<file path="src/hw/opmode_regs.vh">
// constants of the operating-mode controller: word layout, mode codes, state codes
`ifndef OPMODE_REGS_VH
`define OPMODE_REGS_VH

// ==================================================================
// serial control word
`define CW_WIDTH 16
`define CW_CNT_W 5
`define CW_BITS 5'h10
`define CW_MS0 0
`define CW_MS1 1
`define CW_MS2 2
`define CW_LINSLEEP 3
`define CW_WDON 4
`define CW_WAKEPIN 5
`define CW_SUPPLY 6
`define CW_LS1 7
`define CW_LS2 8
`define CW_HSLED 9
`define CW_MEAS 10

// ==================================================================
// mode-select codes
`define MS_ACTIVE 3'h1
`define MS_RXONLY 3'h2
`define MS_STOP 3'h3
`define MS_SLEEP 3'h4

// ==================================================================
// one-hot mode states
`define ST_W 5
`define ST_STANDBY 5'h01
`define ST_ACTIVE 5'h02
`define ST_RXONLY 5'h04
`define ST_STOP 5'h08
`define ST_SLEEP 5'h10
`define ST_NONE 5'h00

// ==================================================================
// reset values and synchroniser layout
`define RST_WORD 16'h0000
`define SYNC_W 7
// idle level of each synchronised pin: select high, bus recessive, the rest low
`define SYNC_RST 7'h11

`endif

</file>
<file path="src/hw/operating_mode_controller.v">
// operating-mode state machine with serial control port and wake-up handling
`timescale 1ns/1ns
`include "opmode_regs.vh"


module operating_mode_controller (
   // clock and reset
   input wire core_clk,
   input wire arst_n,
   // serial control port pins
   input wire portSelect_n,
   input wire portClk,
   input wire serial_data_in,
   // wake and monitor inputs from pins and the transceiver
   input wire linWakeDetect,
   input wire linBusRx,
   input wire monPin,
   input wire ldoCurrentLow,
   // watchdog expiry, same clock domain
   input wire wdExpired,
   // mode state and status
   output wire [`ST_W-1:0] modeState,
   output reg linSleepMode_q,
   output reg busWakeFlag_q,
   output reg deviceReset_q,
   output reg wdLongOpen_q,
   // supply and watchdog control
   output reg regulatorEn_q,
   output reg watchdogEn_q,
   output reg oscKeepOn_q,
   output reg serialPortEn_q,
   // switches and pins
   output reg wakePinEn_q,
   output reg supplyOutEn_q,
   output reg lowSide1En_q,
   output reg lowSide2En_q,
   output reg highSideLedEn_q,
   output reg measEn_q,
   output reg vrefEn_q,
   output reg voltMonEn_q,
   // LIN transceiver control
   output reg linTxEn_q,
   output reg linRxEn_q,
   output reg linPullupEn_q,
   output reg linWakeArmed_q,
   output reg rxdOut_q
);

   // map a mode-select code onto a state; unknown codes give no state
   function [`ST_W-1:0] modeFromCode;
      input [2:0] code;
      begin
         case (code)
            `MS_ACTIVE: modeFromCode = `ST_ACTIVE;
            `MS_RXONLY: modeFromCode = `ST_RXONLY;
            `MS_STOP: modeFromCode = `ST_STOP;
            `MS_SLEEP: modeFromCode = `ST_SLEEP;
            default: modeFromCode = `ST_NONE;
         endcase
      end
   endfunction

   // ==================================================================
   // input synchronisers
   wire [`SYNC_W-1:0] rawIn;
   reg [`SYNC_W-1:0] syncA_q;
   reg [`SYNC_W-1:0] syncB_q;
   assign rawIn = {ldoCurrentLow, monPin, linBusRx, linWakeDetect, serial_data_in,
                   portClk, portSelect_n};

   // every pin input passes two flops before any logic sees it; each flop
   // resets to its pin's idle level so release never shows a false wake
   localparam [`SYNC_W-1:0] syncRst = `SYNC_RST;
   genvar gi;
   generate
      for (gi = 0; gi < `SYNC_W; gi = gi + 1) begin : gSync
         always @(posedge core_clk or negedge arst_n) begin
            if (!arst_n) begin
               syncA_q[gi] <= syncRst[gi];
               syncB_q[gi] <= syncRst[gi];
            end else begin
               syncA_q[gi] <= rawIn[gi];
               syncB_q[gi] <= syncA_q[gi];
            end
         end
      end
   endgenerate

   wire selN = syncB_q[0];
   wire sclk = syncB_q[1];
   wire sdi = syncB_q[2];
   wire linWakeS = syncB_q[3];
   wire linRxS = syncB_q[4];
   wire monS = syncB_q[5];
   wire curLowS = syncB_q[6];

   // ==================================================================
   // serial control port
   reg sclkDly_q;
   reg selDly_q;
   reg monDly_q;
   reg [`CW_WIDTH-1:0] shift_q;
   reg [`CW_CNT_W-1:0] bitCnt_q;
   reg [`CW_WIDTH-1:0] ctrlWord_q;
   reg cmdValid_q;

   wire sclkFall = sclkDly_q & ~sclk;
   wire selRise = ~selDly_q & selN;

   // bits arrive lsb first on the falling edge; a frame shorter than 16 bits is dropped
   // and a longer one keeps its last 16 bits, so a short transfer can never change the mode
   always @(posedge core_clk or negedge arst_n) begin
      if (!arst_n) begin
         sclkDly_q <= 1'b0;
         selDly_q <= 1'b1;
         monDly_q <= 1'b0;
         shift_q <= `RST_WORD;
         bitCnt_q <= {`CW_CNT_W{1'b0}};
         ctrlWord_q <= `RST_WORD;
         cmdValid_q <= 1'b0;
      end else begin
         sclkDly_q <= sclk;
         selDly_q <= selN;
         monDly_q <= monS;
         cmdValid_q <= 1'b0;
         if (selN) begin
            bitCnt_q <= {`CW_CNT_W{1'b0}};
         end else if (sclkFall) begin
            shift_q <= {sdi, shift_q[`CW_WIDTH-1:1]};
            if (bitCnt_q != `CW_BITS) begin
               bitCnt_q <= bitCnt_q + 1'b1;
            end
         end
         // the port is unpowered in sleep, so words are ignored there
         if (selRise && bitCnt_q == `CW_BITS && serialPortEn_q) begin
            ctrlWord_q <= shift_q;
            cmdValid_q <= 1'b1;
         end
      end
   end

   // ==================================================================
   // mode state machine
   reg [`ST_W-1:0] state_q;
   reg [`ST_W-1:0] state_d;
   reg linSleep_d;
   reg wakeEvent;
   reg wakeLow_q;
   reg wakeLow_d;
   reg busWake_d;
   wire [`ST_W-1:0] cmdMode;
   wire linArmed;
   wire monChange;

   assign modeState = state_q;
   assign cmdMode = modeFromCode({ctrlWord_q[`CW_MS2], ctrlWord_q[`CW_MS1],
                                  ctrlWord_q[`CW_MS0]});
   assign monChange = (monS != monDly_q) & wakePinEn_q;
   assign linArmed = (state_q == `ST_STANDBY) | (state_q == `ST_STOP) |
                     (state_q == `ST_SLEEP) |
                     ((state_q == `ST_ACTIVE) & linSleepMode_q);

   // next mode; wake events in the saving modes fall back to standby
   always @* begin
      state_d = state_q;
      linSleep_d = linSleepMode_q;
      wakeLow_d = wakeLow_q;
      busWake_d = busWakeFlag_q;
      wakeEvent = 1'b0;
      case (state_q)
         `ST_STANDBY, `ST_ACTIVE, `ST_RXONLY: begin
            // standby has no code, so it can only be left, not chosen
            if (cmdValid_q && cmdMode != `ST_NONE) begin
               state_d = cmdMode;
            end
         end
         `ST_STOP: begin
            if (monChange || (linArmed && linWakeS)) begin
               state_d = `ST_STANDBY;
               wakeEvent = 1'b1;
            end else if (cmdValid_q && cmdMode != `ST_NONE) begin
               state_d = cmdMode;
            end
         end
         `ST_SLEEP: begin
            if (monChange || linWakeS || wdExpired) begin
               state_d = `ST_STANDBY;
               wakeEvent = 1'b1;
            end
         end
         default: state_d = `ST_STANDBY;
      endcase
      if (cmdValid_q) begin
         linSleep_d = ctrlWord_q[`CW_LINSLEEP];
         busWake_d = 1'b0;
      end
      // a mode change other than a wake releases the receive line before a new wake grabs it
      if (state_d != state_q && !wakeEvent) begin
         wakeLow_d = 1'b0;
      end
      if (linArmed && linWakeS) begin
         wakeLow_d = 1'b1;
         busWake_d = 1'b1;
      end
   end

   // ==================================================================
   // state and inherited enables
   always @(posedge core_clk or negedge arst_n) begin
      if (!arst_n) begin
         state_q <= `ST_STANDBY;
         linSleepMode_q <= 1'b0;
         wakeLow_q <= 1'b0;
         busWakeFlag_q <= 1'b0;
         wakePinEn_q <= 1'b0;
         supplyOutEn_q <= 1'b0;
         deviceReset_q <= 1'b0;
         wdLongOpen_q <= 1'b0;
      end else begin
         state_q <= state_d;
         linSleepMode_q <= linSleep_d;
         wakeLow_q <= wakeLow_d;
         busWakeFlag_q <= busWake_d;
         // only active steers these; every other mode keeps what it had
         if (state_q == `ST_ACTIVE && cmdValid_q) begin
            wakePinEn_q <= ctrlWord_q[`CW_WAKEPIN];
            supplyOutEn_q <= ctrlWord_q[`CW_SUPPLY];
         end
         deviceReset_q <= (state_q == `ST_SLEEP) & wdExpired;
         wdLongOpen_q <= wakeEvent & ~ctrlWord_q[`CW_WDON];
      end
   end

   // ==================================================================
   // per-mode gating, registered one cycle behind the state
   wire inActive = (state_q == `ST_ACTIVE);
   wire inRxOnly = (state_q == `ST_RXONLY);
   wire inStop = (state_q == `ST_STOP);
   wire inSleep = (state_q == `ST_SLEEP);
   wire wdOn = ctrlWord_q[`CW_WDON];
   wire linUp = inActive & ~linSleepMode_q;

   always @(posedge core_clk or negedge arst_n) begin
      if (!arst_n) begin
         regulatorEn_q <= 1'b1;
         watchdogEn_q <= 1'b1;
         oscKeepOn_q <= 1'b1;
         serialPortEn_q <= 1'b1;
         lowSide1En_q <= 1'b0;
         lowSide2En_q <= 1'b0;
         highSideLedEn_q <= 1'b0;
         measEn_q <= 1'b0;
         vrefEn_q <= 1'b0;
         voltMonEn_q <= 1'b0;
         linTxEn_q <= 1'b0;
         linRxEn_q <= 1'b0;
         linPullupEn_q <= 1'b0;
         linWakeArmed_q <= 1'b1;
         rxdOut_q <= 1'b1;
      end else begin
         regulatorEn_q <= ~inSleep;
         // in stop the load current also gates the dog off
         if (inStop) begin
            watchdogEn_q <= wdOn & ~curLowS;
         end else if (inSleep) begin
            watchdogEn_q <= wdOn;
         end else begin
            watchdogEn_q <= 1'b1;
         end
         oscKeepOn_q <= ~inSleep | wdOn;
         serialPortEn_q <= ~inSleep;
         // switches stay off outside active, sleep included
         lowSide1En_q <= inActive & ctrlWord_q[`CW_LS1];
         lowSide2En_q <= inActive & ctrlWord_q[`CW_LS2];
         highSideLedEn_q <= inActive & ctrlWord_q[`CW_HSLED];
         measEn_q <= inActive & ctrlWord_q[`CW_MEAS];
         vrefEn_q <= inActive;
         voltMonEn_q <= inActive;
         linTxEn_q <= linUp;
         linRxEn_q <= linUp | inRxOnly;
         linPullupEn_q <= linUp | inRxOnly;
         linWakeArmed_q <= linArmed;
         // bus level only where the receiver runs, else the wake line
         if (linUp || inRxOnly) begin
            rxdOut_q <= linRxS & ~wakeLow_q;
         end else begin
            rxdOut_q <= ~wakeLow_q;
         end
      end
   end

endmodule

</file>
<file path="config.mk">
export PLATFORM = sky130hd
export DESIGN_NAME = operating_mode_controller
export DESIGN_NICKNAME = d
export VERILOG_FILES = /design/src/hw/operating_mode_controller.v
export VERILOG_INCLUDE_DIRS = /design/src /design/src/hw
export SDC_FILE = /design/constraint.sdc
export NUM_CORES = 1
export LEC_CHECK = 0
export BUFFER_PORTS_ARGS = -buffer_cell sky130_fd_sc_hd__buf_2
export CAP_MARGIN = 15
export CORE_AREA = 2 2 79 81
export CTS_CLUSTER_SIZE = 8
export DETAILED_ROUTE_END_ITERATION = 6
export DIE_AREA = 0 0 81 83
export PLACE_DENSITY = 0.74
export SLEW_MARGIN = 30
export SYNTH_ARGS = -nofsm -noshare
export SYNTH_HDL_FRONTEND = slang
export SYNTH_SLANG_ARGS = --single-unit
</file>
<file path="constraint.sdc">
create_clock -name core_clk -period 3.71 [get_ports core_clk]
set_clock_uncertainty 0.1 [all_clocks]
set_input_delay 0.371 -clock core_clk [delete_from_list [all_inputs] [get_ports core_clk]]
set_output_delay 0.371 -clock core_clk [all_outputs]
set_load 0.05 [all_outputs]
</file>
==> results of run 1 <==
[synth_stat cells (4+ instances only)]
cell type	number	area share, %
nand3_1	7	1.1
dfstp_2	11	9.3
dfrtp_1	63	51
nand2b_1	4	0.80
o21ai_0	10	1.6
a31oi_1	4	0.80
inv_1	6	0.72
a21oi_1	8	1.3
nor2_1	20	2.4
and2_1	7	1.4
nand2_1	13	1.6
xor2_1	7	2.0
clkbuf_1	9	1.1
nor3_1	5	0.80
mux2_2	29	10
[final timing paths]
| check | start | slack, ns | to |
|---|---|---|---|
| hold / removal | arst_n | 0.03 | syncA_q[2]$_DFF_PN0_ |
| setup / recovery | modeState[4]$_DFF_PN0_ | 1.24 | wakeLow_q$_DFFE_PN0P_ |
| min in group core_clk | portSelect_n | 0.03 | syncA_q[0]$_DFF_PN1_ |
| setup reg to reg | modeState[4]$_DFF_PN0_ | 1.24 | wakeLow_q$_DFFE_PN0P_ |
| hold reg to reg | syncA_q[6]$_DFF_PN0_ | 0.25 | curLowS$_DFF_PN0_ |
| max in group asynchronous | arst_n | 3.03 | bitCnt_q[4]$_DFFE_PN0P_ |
[logic make-up after synthesis]
logic type                 Yosys count  share of synthesized area, %
DFF                                 74                         59.78
AOI/OAI and AO/OA                   42                         9.744
xor gates and xnor gates             9                         2.526
buffers and inverters               24                         3.849
and+or+nand+nor                     72                         12.83
adders and majority gates            2                        0.8018
muxes                               29                         10.47
[flip-flops by register name, summed over array words and instances, names as in the netlist, 5 cells and up]
signal      count
ctrlWord_q     11
modeState       5
shift_q        16
syncA_q         7
bitCnt_q        5
[placed cells by master (no fill, tap or decap), types with 2 or more instances in the layout]
| cell | Yosys | routed |
|---|---|---|
| a21oi_1 | 8 | 8 |
| a31oi_1 | 4 | 4 |
| and2_1 | 7 | 7 |
| buf_2 | 3 | 35 |
| buf_4 | 3 | 2 |
| bufinv_16 | 0 | 3 |
| clkbuf_1 | 9 | 3 |
| clkbuf_8 | 0 | 9 |
| dfrtp_1 | 63 | 63 |
| dfstp_2 | 11 | 11 |
| ha_1 | 2 | 2 |
| inv_1 | 6 | 6 |
| mux2_2 | 29 | 29 |
| nand2_1 | 13 | 13 |
| nand2b_1 | 4 | 4 |
| nand3_1 | 7 | 7 |
| nor2_1 | 20 | 20 |
| nor2b_1 | 3 | 3 |
| nor3_1 | 5 | 5 |
| nor4_1 | 2 | 2 |
| o21ai_0 | 10 | 10 |
| o22ai_1 | 2 | 2 |
| xnor2_1 | 2 | 2 |
| xor2_1 | 7 | 7 |
[through the flow]
stage	worst slack [ns]	power [mW]	util [%]	instance area [um^2]	hold slack (ns)
after floorplan	1.423	0.9410	-	3120	-0.02459
after global placement	1.399	0.9726	57.06	3318	0.2333
after detailed placement	1.239	0.9781	57.06	3318	0.2395
after CTS	1.220	1.711	61.08	3552	0.01874
after global routing	1.050	1.762	61.14	3556	0.01650
final	1.243	1.694	61.14	3556	0.02691
[cell type report]
| class | count | share of cell area [%] |
|---|---|---|
| clock buffers | 12 | 3.800 |
| well taps | 75 | 2.639 |
| flip-flops and latches | 74 | 52.46 |
| multi-input cells | 154 | 31.91 |
| clock inverters | 4 | 2.780 |
| inverters | 7 | 0.7389 |
| repair buffers | 38 | 5.665 |
[layer usage]
| metal | up-vias | share of wire [%] | track usage (%) |
|---|---|---|---|
| met4 | 0 | 1.3 | 8.937 |
| met3 | 7 | 3.4 | 2.935 |
| met1 | 1054 | 44 | 26.23 |
| met5 | - | 0 | 0 |
| met2 | 50 | 51 | 27.72 |
| li1 | 950 | - | - |
[power by group through the flow]
| stage | Sequential [mW] | Combinational, mW | Clock, mW |
|---|---|---|---|
| 3_5_place_dp | 0.902 | 0.0760 | 0 |
| 4_1_cts | 0.887 | 0.0765 | 0.747 |
| 5_1_grt | 0.894 | 0.0854 | 0.783 |
| 6_report | 0.888 | 0.0745 | 0.731 |
| 2_1_floorplan | 0.892 | 0.0491 | 0 |
| 3_3_place_gp | 0.900 | 0.0727 | 0 |
==> reports/metrics.csv, run 1 <==
metric,value,unit
status,completed,
combPwrFrac,4.4,%
end_kind,flop,
slew-limit-headroom,50.15,%
worstRegToRegCells,6,
async_flop_share,100.0,%
cap_viol_max_count,0,
critPathBufInv,0,
path_class,reg -> reg,
p_leak,1.712,nW
clkLatencyLatePin,0.34,ns
avgRoutedWirePerCell,15.27,um
syn_area,3120,um^2
antenna_cells,0,
yosysWarnings,0,
first_pass_iters,4,
dp.cells,348,
sw_frac_of_total,20.27,%
ctsHoldBuffers,0,
hp-class,in -> async,
ys.flop_type,dfrtp_1,
grt_overflow,0,
ys_seq_area_share,59.78,%
ant_nets,0,
intPower,1.351,mW
die_h,83,um
grt_setup_unrepaired,false,
clkTransAtPathRegs,0.07,ns
post_cts_buffers,0,
htreeDepth,3,
synth-edff-count,0,
via_per_inst,5.662,
route.detailed.drc,0,
grt_pass1_vias,2007,
cts_tree,yes,
drive_gt1_share,34.95,%
synth_cells,252,
row_count,28,
period_minus_slack,2.467,ns
area_growth,13.95,%
avgSynthCellArea,12.38,um^2
cp_top_family,compound AO/OA/AOI/OAI gates,
setup_viol,0,
antenna_found_initial,0,
power_frac_clock,43.2,%
crit_arrival,2.61,ns
seqPwrFrac,52.4,%
clock_sinks,74,
cp.depth,6,
final-instance-count-excl-fill,364,
synth_fp_nets,264,
grt_usage,18.48,%
cp-start-kind,flop,
grt_max_degree,75,
worst-path-max-fanout,19,
placeableCoreArea,5816,um^2
hpwl,3.567,mm
cts_resized,0,
max-clock-path-buffers,2,
post-route-period-util,66.48,%
tns,0,ns
multi_input_area,1135,um^2
final_max_slew_viol_count,0,
cts_made_buffers,9,
hold_violations,0,
regArea,1866,um^2
die_w,81,um
routabilityCongestion,0.8541,
ys_ff_latch,74,
p_sw,0.3434,mW
irDropWorstVdd,351.2,uV
drt_wl_total,5.559,mm
cts-root-buf,clkbuf_8,
crit_path_cell_trace,"xor2_1, o2111ai_1, nand4b_2, a211oi_2, nor2b_1, o41ai_2",
fmax,0.4054,GHz
drtIter0Drc,239,
crit_required,3.85,ns
worst-slew-pin-transition,0.7420,ns
num_vias,2061,
port_buffers,35,
cpPeakStageDelay,0.73,ns
finalNetCount,296,
grt_first_pass_wirelength,9.528,mm
io_pins,36,
start_util,53.66,%
ys_types,53,
dieArea,6723,um^2
p_per_area,476.4,nW/um^2
crit_slowest_cell,dfrtp_1,
fillers,488,
(Power assumes the default switching activity.)
==> run 2, diff against run 1 <==
--- a/config.mk
+++ b/config.mk
@@ -8,11 +8,11 @@
 export LEC_CHECK = 0
 export BUFFER_PORTS_ARGS = -buffer_cell sky130_fd_sc_hd__buf_2
 export CAP_MARGIN = 15
-export CORE_AREA = 2 2 79 81
+export CORE_AREA = 2 2 81 83
 export CTS_CLUSTER_SIZE = 8
 export DETAILED_ROUTE_END_ITERATION = 6
-export DIE_AREA = 0 0 81 83
-export PLACE_DENSITY = 0.74
+export DIE_AREA = 0 0 83 85
+export PLACE_DENSITY = 0.73
 export SLEW_MARGIN = 30
 export SYNTH_ARGS = -nofsm -noshare
 export SYNTH_HDL_FRONTEND = slang
==> constraint.sdc (replaced) <==
create_clock -name core_clk -period 2.05 [get_ports core_clk]
set_clock_uncertainty 0.1 [all_clocks]
set_input_delay 0.205 -clock core_clk [delete_from_list [all_inputs] [get_ports core_clk]]
set_output_delay 0.205 -clock core_clk [all_outputs]
set_load 0.05 [all_outputs]
==> run 2 against run 1 <==
The flow now finishes with violations (negative setup slack). Sequential share of layout area shrank 4.8 points. Routed wire length rose by 8.7%. Sequential power increased by 81%. Total power increased by 69%. Die area is 4.9% higher. Largest power group unchanged.
==> reports/metrics.csv, run 2 (synthesized netlist as in run 1, its figures left out) <==
metric,value,unit
hpwl,3.950,mm
path_class,reg -> reg,
first_pass_iters,4,
cap_viol_max_count,0,
largest_reg_flops,16,
placeableCoreArea,6205,um^2
clock_sinks,74,
crit_path_cell_trace,"nor2_1, and3_4, inv_2, or4_4, a31oi_1, nor4bb_1, o41ai_2",
cts_tree,yes,
irDropWorstVdd,567.5,uV
max-clock-path-buffers,2,
htreeDepth,3,
crit_slowest_cell,or4_4,
antenna_found_initial,0,
row_count,29,
fillers,449,
route.detailed.drc,0,
grt_pass1_vias,2100,
holdPathStages,2,
final_common_cell,dfrtp_1,
area_growth,25.82,%
via_per_inst,5.292,
status,"complete, but fails checks",
fin_area,3926,um^2
grt_overflow,0,
final_cell_mix,"dfrtp_1, buf_2, buf_4, mux2_2, nor2_1",
cp.depth,7,
worst-path-max-fanout,6,
grt_first_pass_wirelength,9.942,mm
end_kind,flop,
placed_area,3518,um^2
hold_violations,0,
p_leak,1.922,nW
cp_top_family,simple AND/OR/NAND/NOR gates,
cpPeakStageDelay,0.48,ns
dp.cells,374,
drtIter0Drc,149,
reg_top3,"shift_q: 16 flops, ctrlWord_q: 11 flops, syncA_q: 7 flops",
antenna_cells,0,
hp-class,in -> reg,
fmax,0.4796,GHz
clkTransAtPathRegs,0.08,ns
setup_viol,1,
worstRegToRegCells,7,
routabilityCongestion,0.8598,
period_minus_slack,2.085,ns
post-route-period-util,101.7,%
final_max_slew_viol_count,0,
drt_wl_total,6.040,mm
cts_made_buffers,9,
violations,negative setup slack,
p_per_area,730.6,nW/um^2
io_pins,36,
clkLatencyLatePin,0.35,ns
cts-root-buf,clkbuf_8,
crit_arrival,2.23,ns
grt_setup_unrepaired,true,
worst_slack,-0.03521,ns
final-instance-count-excl-fill,407,
finalNetCount,337,
drive_gt1_share,44.85,%
start_util,50.29,%
dieArea,7055,um^2
critPathBufInv,1,
die_w,83,um
slew-limit-headroom,68.54,%
regMostFlops,shift_q,
crit_required,2.20,ns
worst-slew-pin-transition,0.4675,ns
ant_nets,0,
cp-start-kind,flop,
num_vias,2154,
die_h,85,um
grt_usage,17.82,%
port_buffers,35,
avgRoutedWirePerCell,14.84,um
grt_max_degree,75,
[run 2: changes by cell type in the layout (fill, tap and decap cells not counted), sizes merged]
cell	before	now
bufinv	3	1
dlygate4sd3	0	8
buf	38	70
clkbuf	12	11
clkinvlp	0	3
clkinv	0	1
[run 2: power breakdown]
part	switching [mW]	internal (mW)
combinational	0.0652	0.0885
sequential	0.0528	1.55
clock	0.544	0.564
total	0.662	2.21
[run 2: routing by layer]
layer | GRT usage [%] | share of wire, % | vias to the layer above
met5 | 0 | 0 | -
met4 | 6.706 | 1.2 | 0
met3 | 5.350 | 3.7 | 7
met2 | 27.79 | 49 | 47
met1 | 23.80 | 46 | 1064
li1 | - | - | 1036
[run 2: worst reg2reg max path, stage by stage, from the launching register on]
cell and delay, ns:
dfrtp_2 0.46, nor2_1 0.17, and3_4 0.23, inv_2 0.04, or4_4 0.48, a31oi_1 0.15
nor4bb_1 0.09, o41ai_2 0.27
[run 2: timing repair]
| item | CTS | global route |
|---|---|---|
| pin swaps | 2 | 4 |
| hold buffers | 8 | 0 |
| setup endpoints to repair | 1 | 3 |
| endpoints found under the hold margin | 70 | 0 |
| setup buffers | 2 | 7 |
| resized for setup | 5 | 15 |
[run 2: final timing paths]
kind	endpoint	slack [ns]	from
hold reg to reg	sdi$_DFF_PN0_	0.25	syncA_q[2]$_DFF_PN0_
max in group asynchronous	rxdOut_q$_DFF_PN1_	1.20	arst_n
hold / removal	deviceReset_q$_DFF_PN0_	0.01	wdExpired
setup reg to reg	wakeLow_q$_DFFE_PN0P_	-0.04	modeState[3]$_DFF_PN0_
min in group asynchronous	syncA_q[1]$_DFF_PN0_	0.31	arst_n
setup / recovery	wakeLow_q$_DFFE_PN0P_	-0.04	modeState[3]$_DFF_PN0_
[run 2: per-stage QoR]
step	power, mW	hold WS, ns	setup TNS (ns)	worst slack (ns)	utilization (%)
finish	2.869	0.01415	-0.03521	-0.03521	63.28
global route	2.988	0.01438	-0.1030	-0.1030	63.28
CTS	2.897	0.0005171	0	0.0006930	61.63
detailed placement	1.779	0.1619	-0.02577	-0.02577	56.71
global placement	1.764	0.1572	0	0.05918	56.71
floorplan	1.703	-0.1906	-0.1264	-0.1264	-
[run 2: layout make-up]
| class | instances | area [um^2] | area share [%] |
|---|---|---|---|
| sequential | 74 | 1871 | 47.64 |
| multi-input combinational | 154 | 1194 | 30.40 |
| timing repair buffer | 79 | 545.5 | 13.89 |
| clock buffer | 10 | 127.6 | 3.250 |
| tap | 77 | 96.34 | 2.454 |
| clock inverter | 6 | 66.31 | 1.689 |
| inverter | 7 | 26.28 | 0.6692 |
==> run 3, diff against run 2 <==
--- a/config.mk
+++ b/config.mk
@@ -8,11 +8,12 @@
 export LEC_CHECK = 0
 export BUFFER_PORTS_ARGS = -buffer_cell sky130_fd_sc_hd__buf_2
 export CAP_MARGIN = 15
-export CORE_AREA = 2 2 81 83
+export CORE_AREA = 2 2 80 82
+export CTS_BUF_LIST = sky130_fd_sc_hd__clkbuf_8
 export CTS_CLUSTER_SIZE = 8
 export DETAILED_ROUTE_END_ITERATION = 6
-export DIE_AREA = 0 0 83 85
-export PLACE_DENSITY = 0.73
+export DIE_AREA = 0 0 82 84
+export PLACE_DENSITY = 0.75
 export SLEW_MARGIN = 30
 export SYNTH_ARGS = -nofsm -noshare
 export SYNTH_HDL_FRONTEND = slang
==> run 3 against run 2 <==
The run still ends with negative setup slack left. Global-route usage rose by 0.92 points. Die area fell by 2.4%. Combinational power barely moved. Sequential power barely moved. Core utilization rose by 0.68 points. Fmax rose by 1.4%. Total power fell by 5.6%. Non-clock buffer count fell by 2.
==> reports/metrics.csv, run 3 (synthesized netlist as in run 1, its figures left out) <==
metric,value,unit
worst_slack,-0.005833,ns
max-clock-path-buffers,2,
start_util,51.19,%
intPower,2.099,mW
antenna_cells,0,
regMostFlops,shift_q,
period_minus_slack,2.056,ns
drtIter0Drc,154,
p_leak,1.889,nW
finalNetCount,335,
crit_arrival,2.20,ns
drive_gt1_share,44.82,%
cp-start-kind,flop,
clock_sinks,74,
path_class,reg -> reg,
dieArea,6888,um^2
p_per_area,694.8,nW/um^2
irDropWorstVdd,369.2,uV
area_growth,24.94,%
row_count,29,
route.detailed.drc,0,
holdWs,0.02685,ns
fin_util,63.96,%
ant_nets,0,
routabilityCongestion,0.8677,
htreeDepth,3,
cap_viol_max_count,0,
end_kind,flop,
violations,negative setup slack,
hold_violations,0,
fmax,0.4864,GHz
post-route-period-util,100.3,%
grt_first_pass_wirelength,9.666,mm
crit_required,2.19,ns
via_per_inst,5.227,
final_max_slew_viol_count,0,
setup_viol,1,
cts_made_buffers,9,
reg_top3,"shift_q: 16 flops, ctrlWord_q: 11 flops, syncA_q: 7 flops",
finalPower,2.709,mW
seqPwrFrac,59.4,%
avgRoutedWirePerCell,14.33,um
slew-limit-headroom,72.23,%
p_sw,0.6103,mW
grt_setup_unrepaired,true,
hp-class,in -> reg,
final_common_cell,dfrtp_1,
num_vias,2117,
port_buffers,35,
grt_overflow,0,
sw_frac_of_total,22.53,%
die_w,82,um
worst-path-max-fanout,5,
grt_usage,18.74,%
hpwl,3.941,mm
drt_wl_total,5.802,mm
clkTransAtPathRegs,0.07,ns
power_frac_clock,35.0,%
worst-slew-pin-transition,0.4109,ns
die_h,84,um
io_pins,36,
grt_max_degree,75,
dp.cells,377,
combPwrFrac,5.6,%
clkLatencyLatePin,0.34,ns
antenna_found_initial,0,
grt_pass1_vias,2140,
first_pass_iters,5,
placeableCoreArea,6096,um^2
largest_reg_flops,16,
status,"complete, but fails checks",
cts_tree,yes,
cts-root-buf,clkbuf_8,
final-instance-count-excl-fill,405,
final_cell_mix,"dfrtp_1, buf_2, buf_4, mux2_2, nor2_1",
[run 3: cell type report]
type / instances / area (um^2)
Clock buffer: 10 / 137.6
Clock inverter: 6 / 28.78
Fill cell: 476 / 2197
Inverter: 7 / 28.78
Multi-Input combinational cell: 154 / 1210
Sequential cell: 74 / 1871
Tap cell: 77 / 96.34
Timing Repair Buffer: 77 / 526.8
[run 3: power groups by stage]
stage | logic, mW | clock network [mW] | registers (mW)
2_1_floorplan | 0.0889 | 0 | 1.61
3_3_place_gp | 0.136 | 0 | 1.63
3_5_place_dp | 0.143 | 0 | 1.63
4_1_cts | 0.156 | 0.978 | 1.61
5_1_grt | 0.174 | 1.05 | 1.62
6_report | 0.152 | 0.948 | 1.61
[run 3: final timing paths]
path / slack, ns / cells past startpoint / to / from
max: -0.006 / 7 / wakeLow_q$_DFFE_PN0P_ / modeState[2]$_DFF_PN0_
min: 0.03 / 2 / deviceReset_q$_DFF_PN0_ / wdExpired
max reg2reg: -0.006 / 7 / wakeLow_q$_DFFE_PN0P_ / modeState[2]$_DFF_PN0_
min reg2reg: 0.25 / 0 / curLowS$_DFF_PN0_ / syncA_q[6]$_DFF_PN0_
max in group asynchronous: 1.19 / 3 / modeState[0]$_DFF_PN1_ / arst_n
min in group asynchronous: 0.32 / 3 / syncA_q[2]$_DFF_PN0_ / arst_n
[run 3: repair_timing]
| item | CTS | global route |
|---|---|---|
| endpoints found under the setup margin | 1 | 3 |
| hold endpoints to repair | 70 | 0 |
| pin swaps | 2 | 2 |
| gates resized for setup | 3 | 16 |
| hold buffers | 8 | 0 |
| setup buffers | 2 | 2 |
[run 3: stage by stage]
step	setup slack, ns	cell area (um^2)	setup TNS (ns)
floorplan	-0.1264	3126	-0.1264
global placement	0.003793	3541	0
detailed placement	-0.06693	3541	-0.06693
CTS	-0.008678	3806	-0.008678
global route	-0.1086	3899	-0.1467
finish	-0.005833	3899	-0.005833
[run 3: critical path: stages, from the launching register on]
cell and delay, ns:
dfrtp_2 0.47, nor2_4 0.14, and3_4 0.19, inv_2 0.04, or4_4 0.49, a31oi_1 0.16, nor4bb_1 0.10, o41ai_2 0.28
[run 3: per-layer routing]
metal / GRT usage (%) / up-vias / share of wire, %
met1: 24.38 / 1040 / 44
met4: 9.697 / 0 / 2.5
li1: - / 1021 / -
met5: 0 / - / 0
met3: 3.896 / 12 / 3.4
met2: 29.27 / 44 / 50
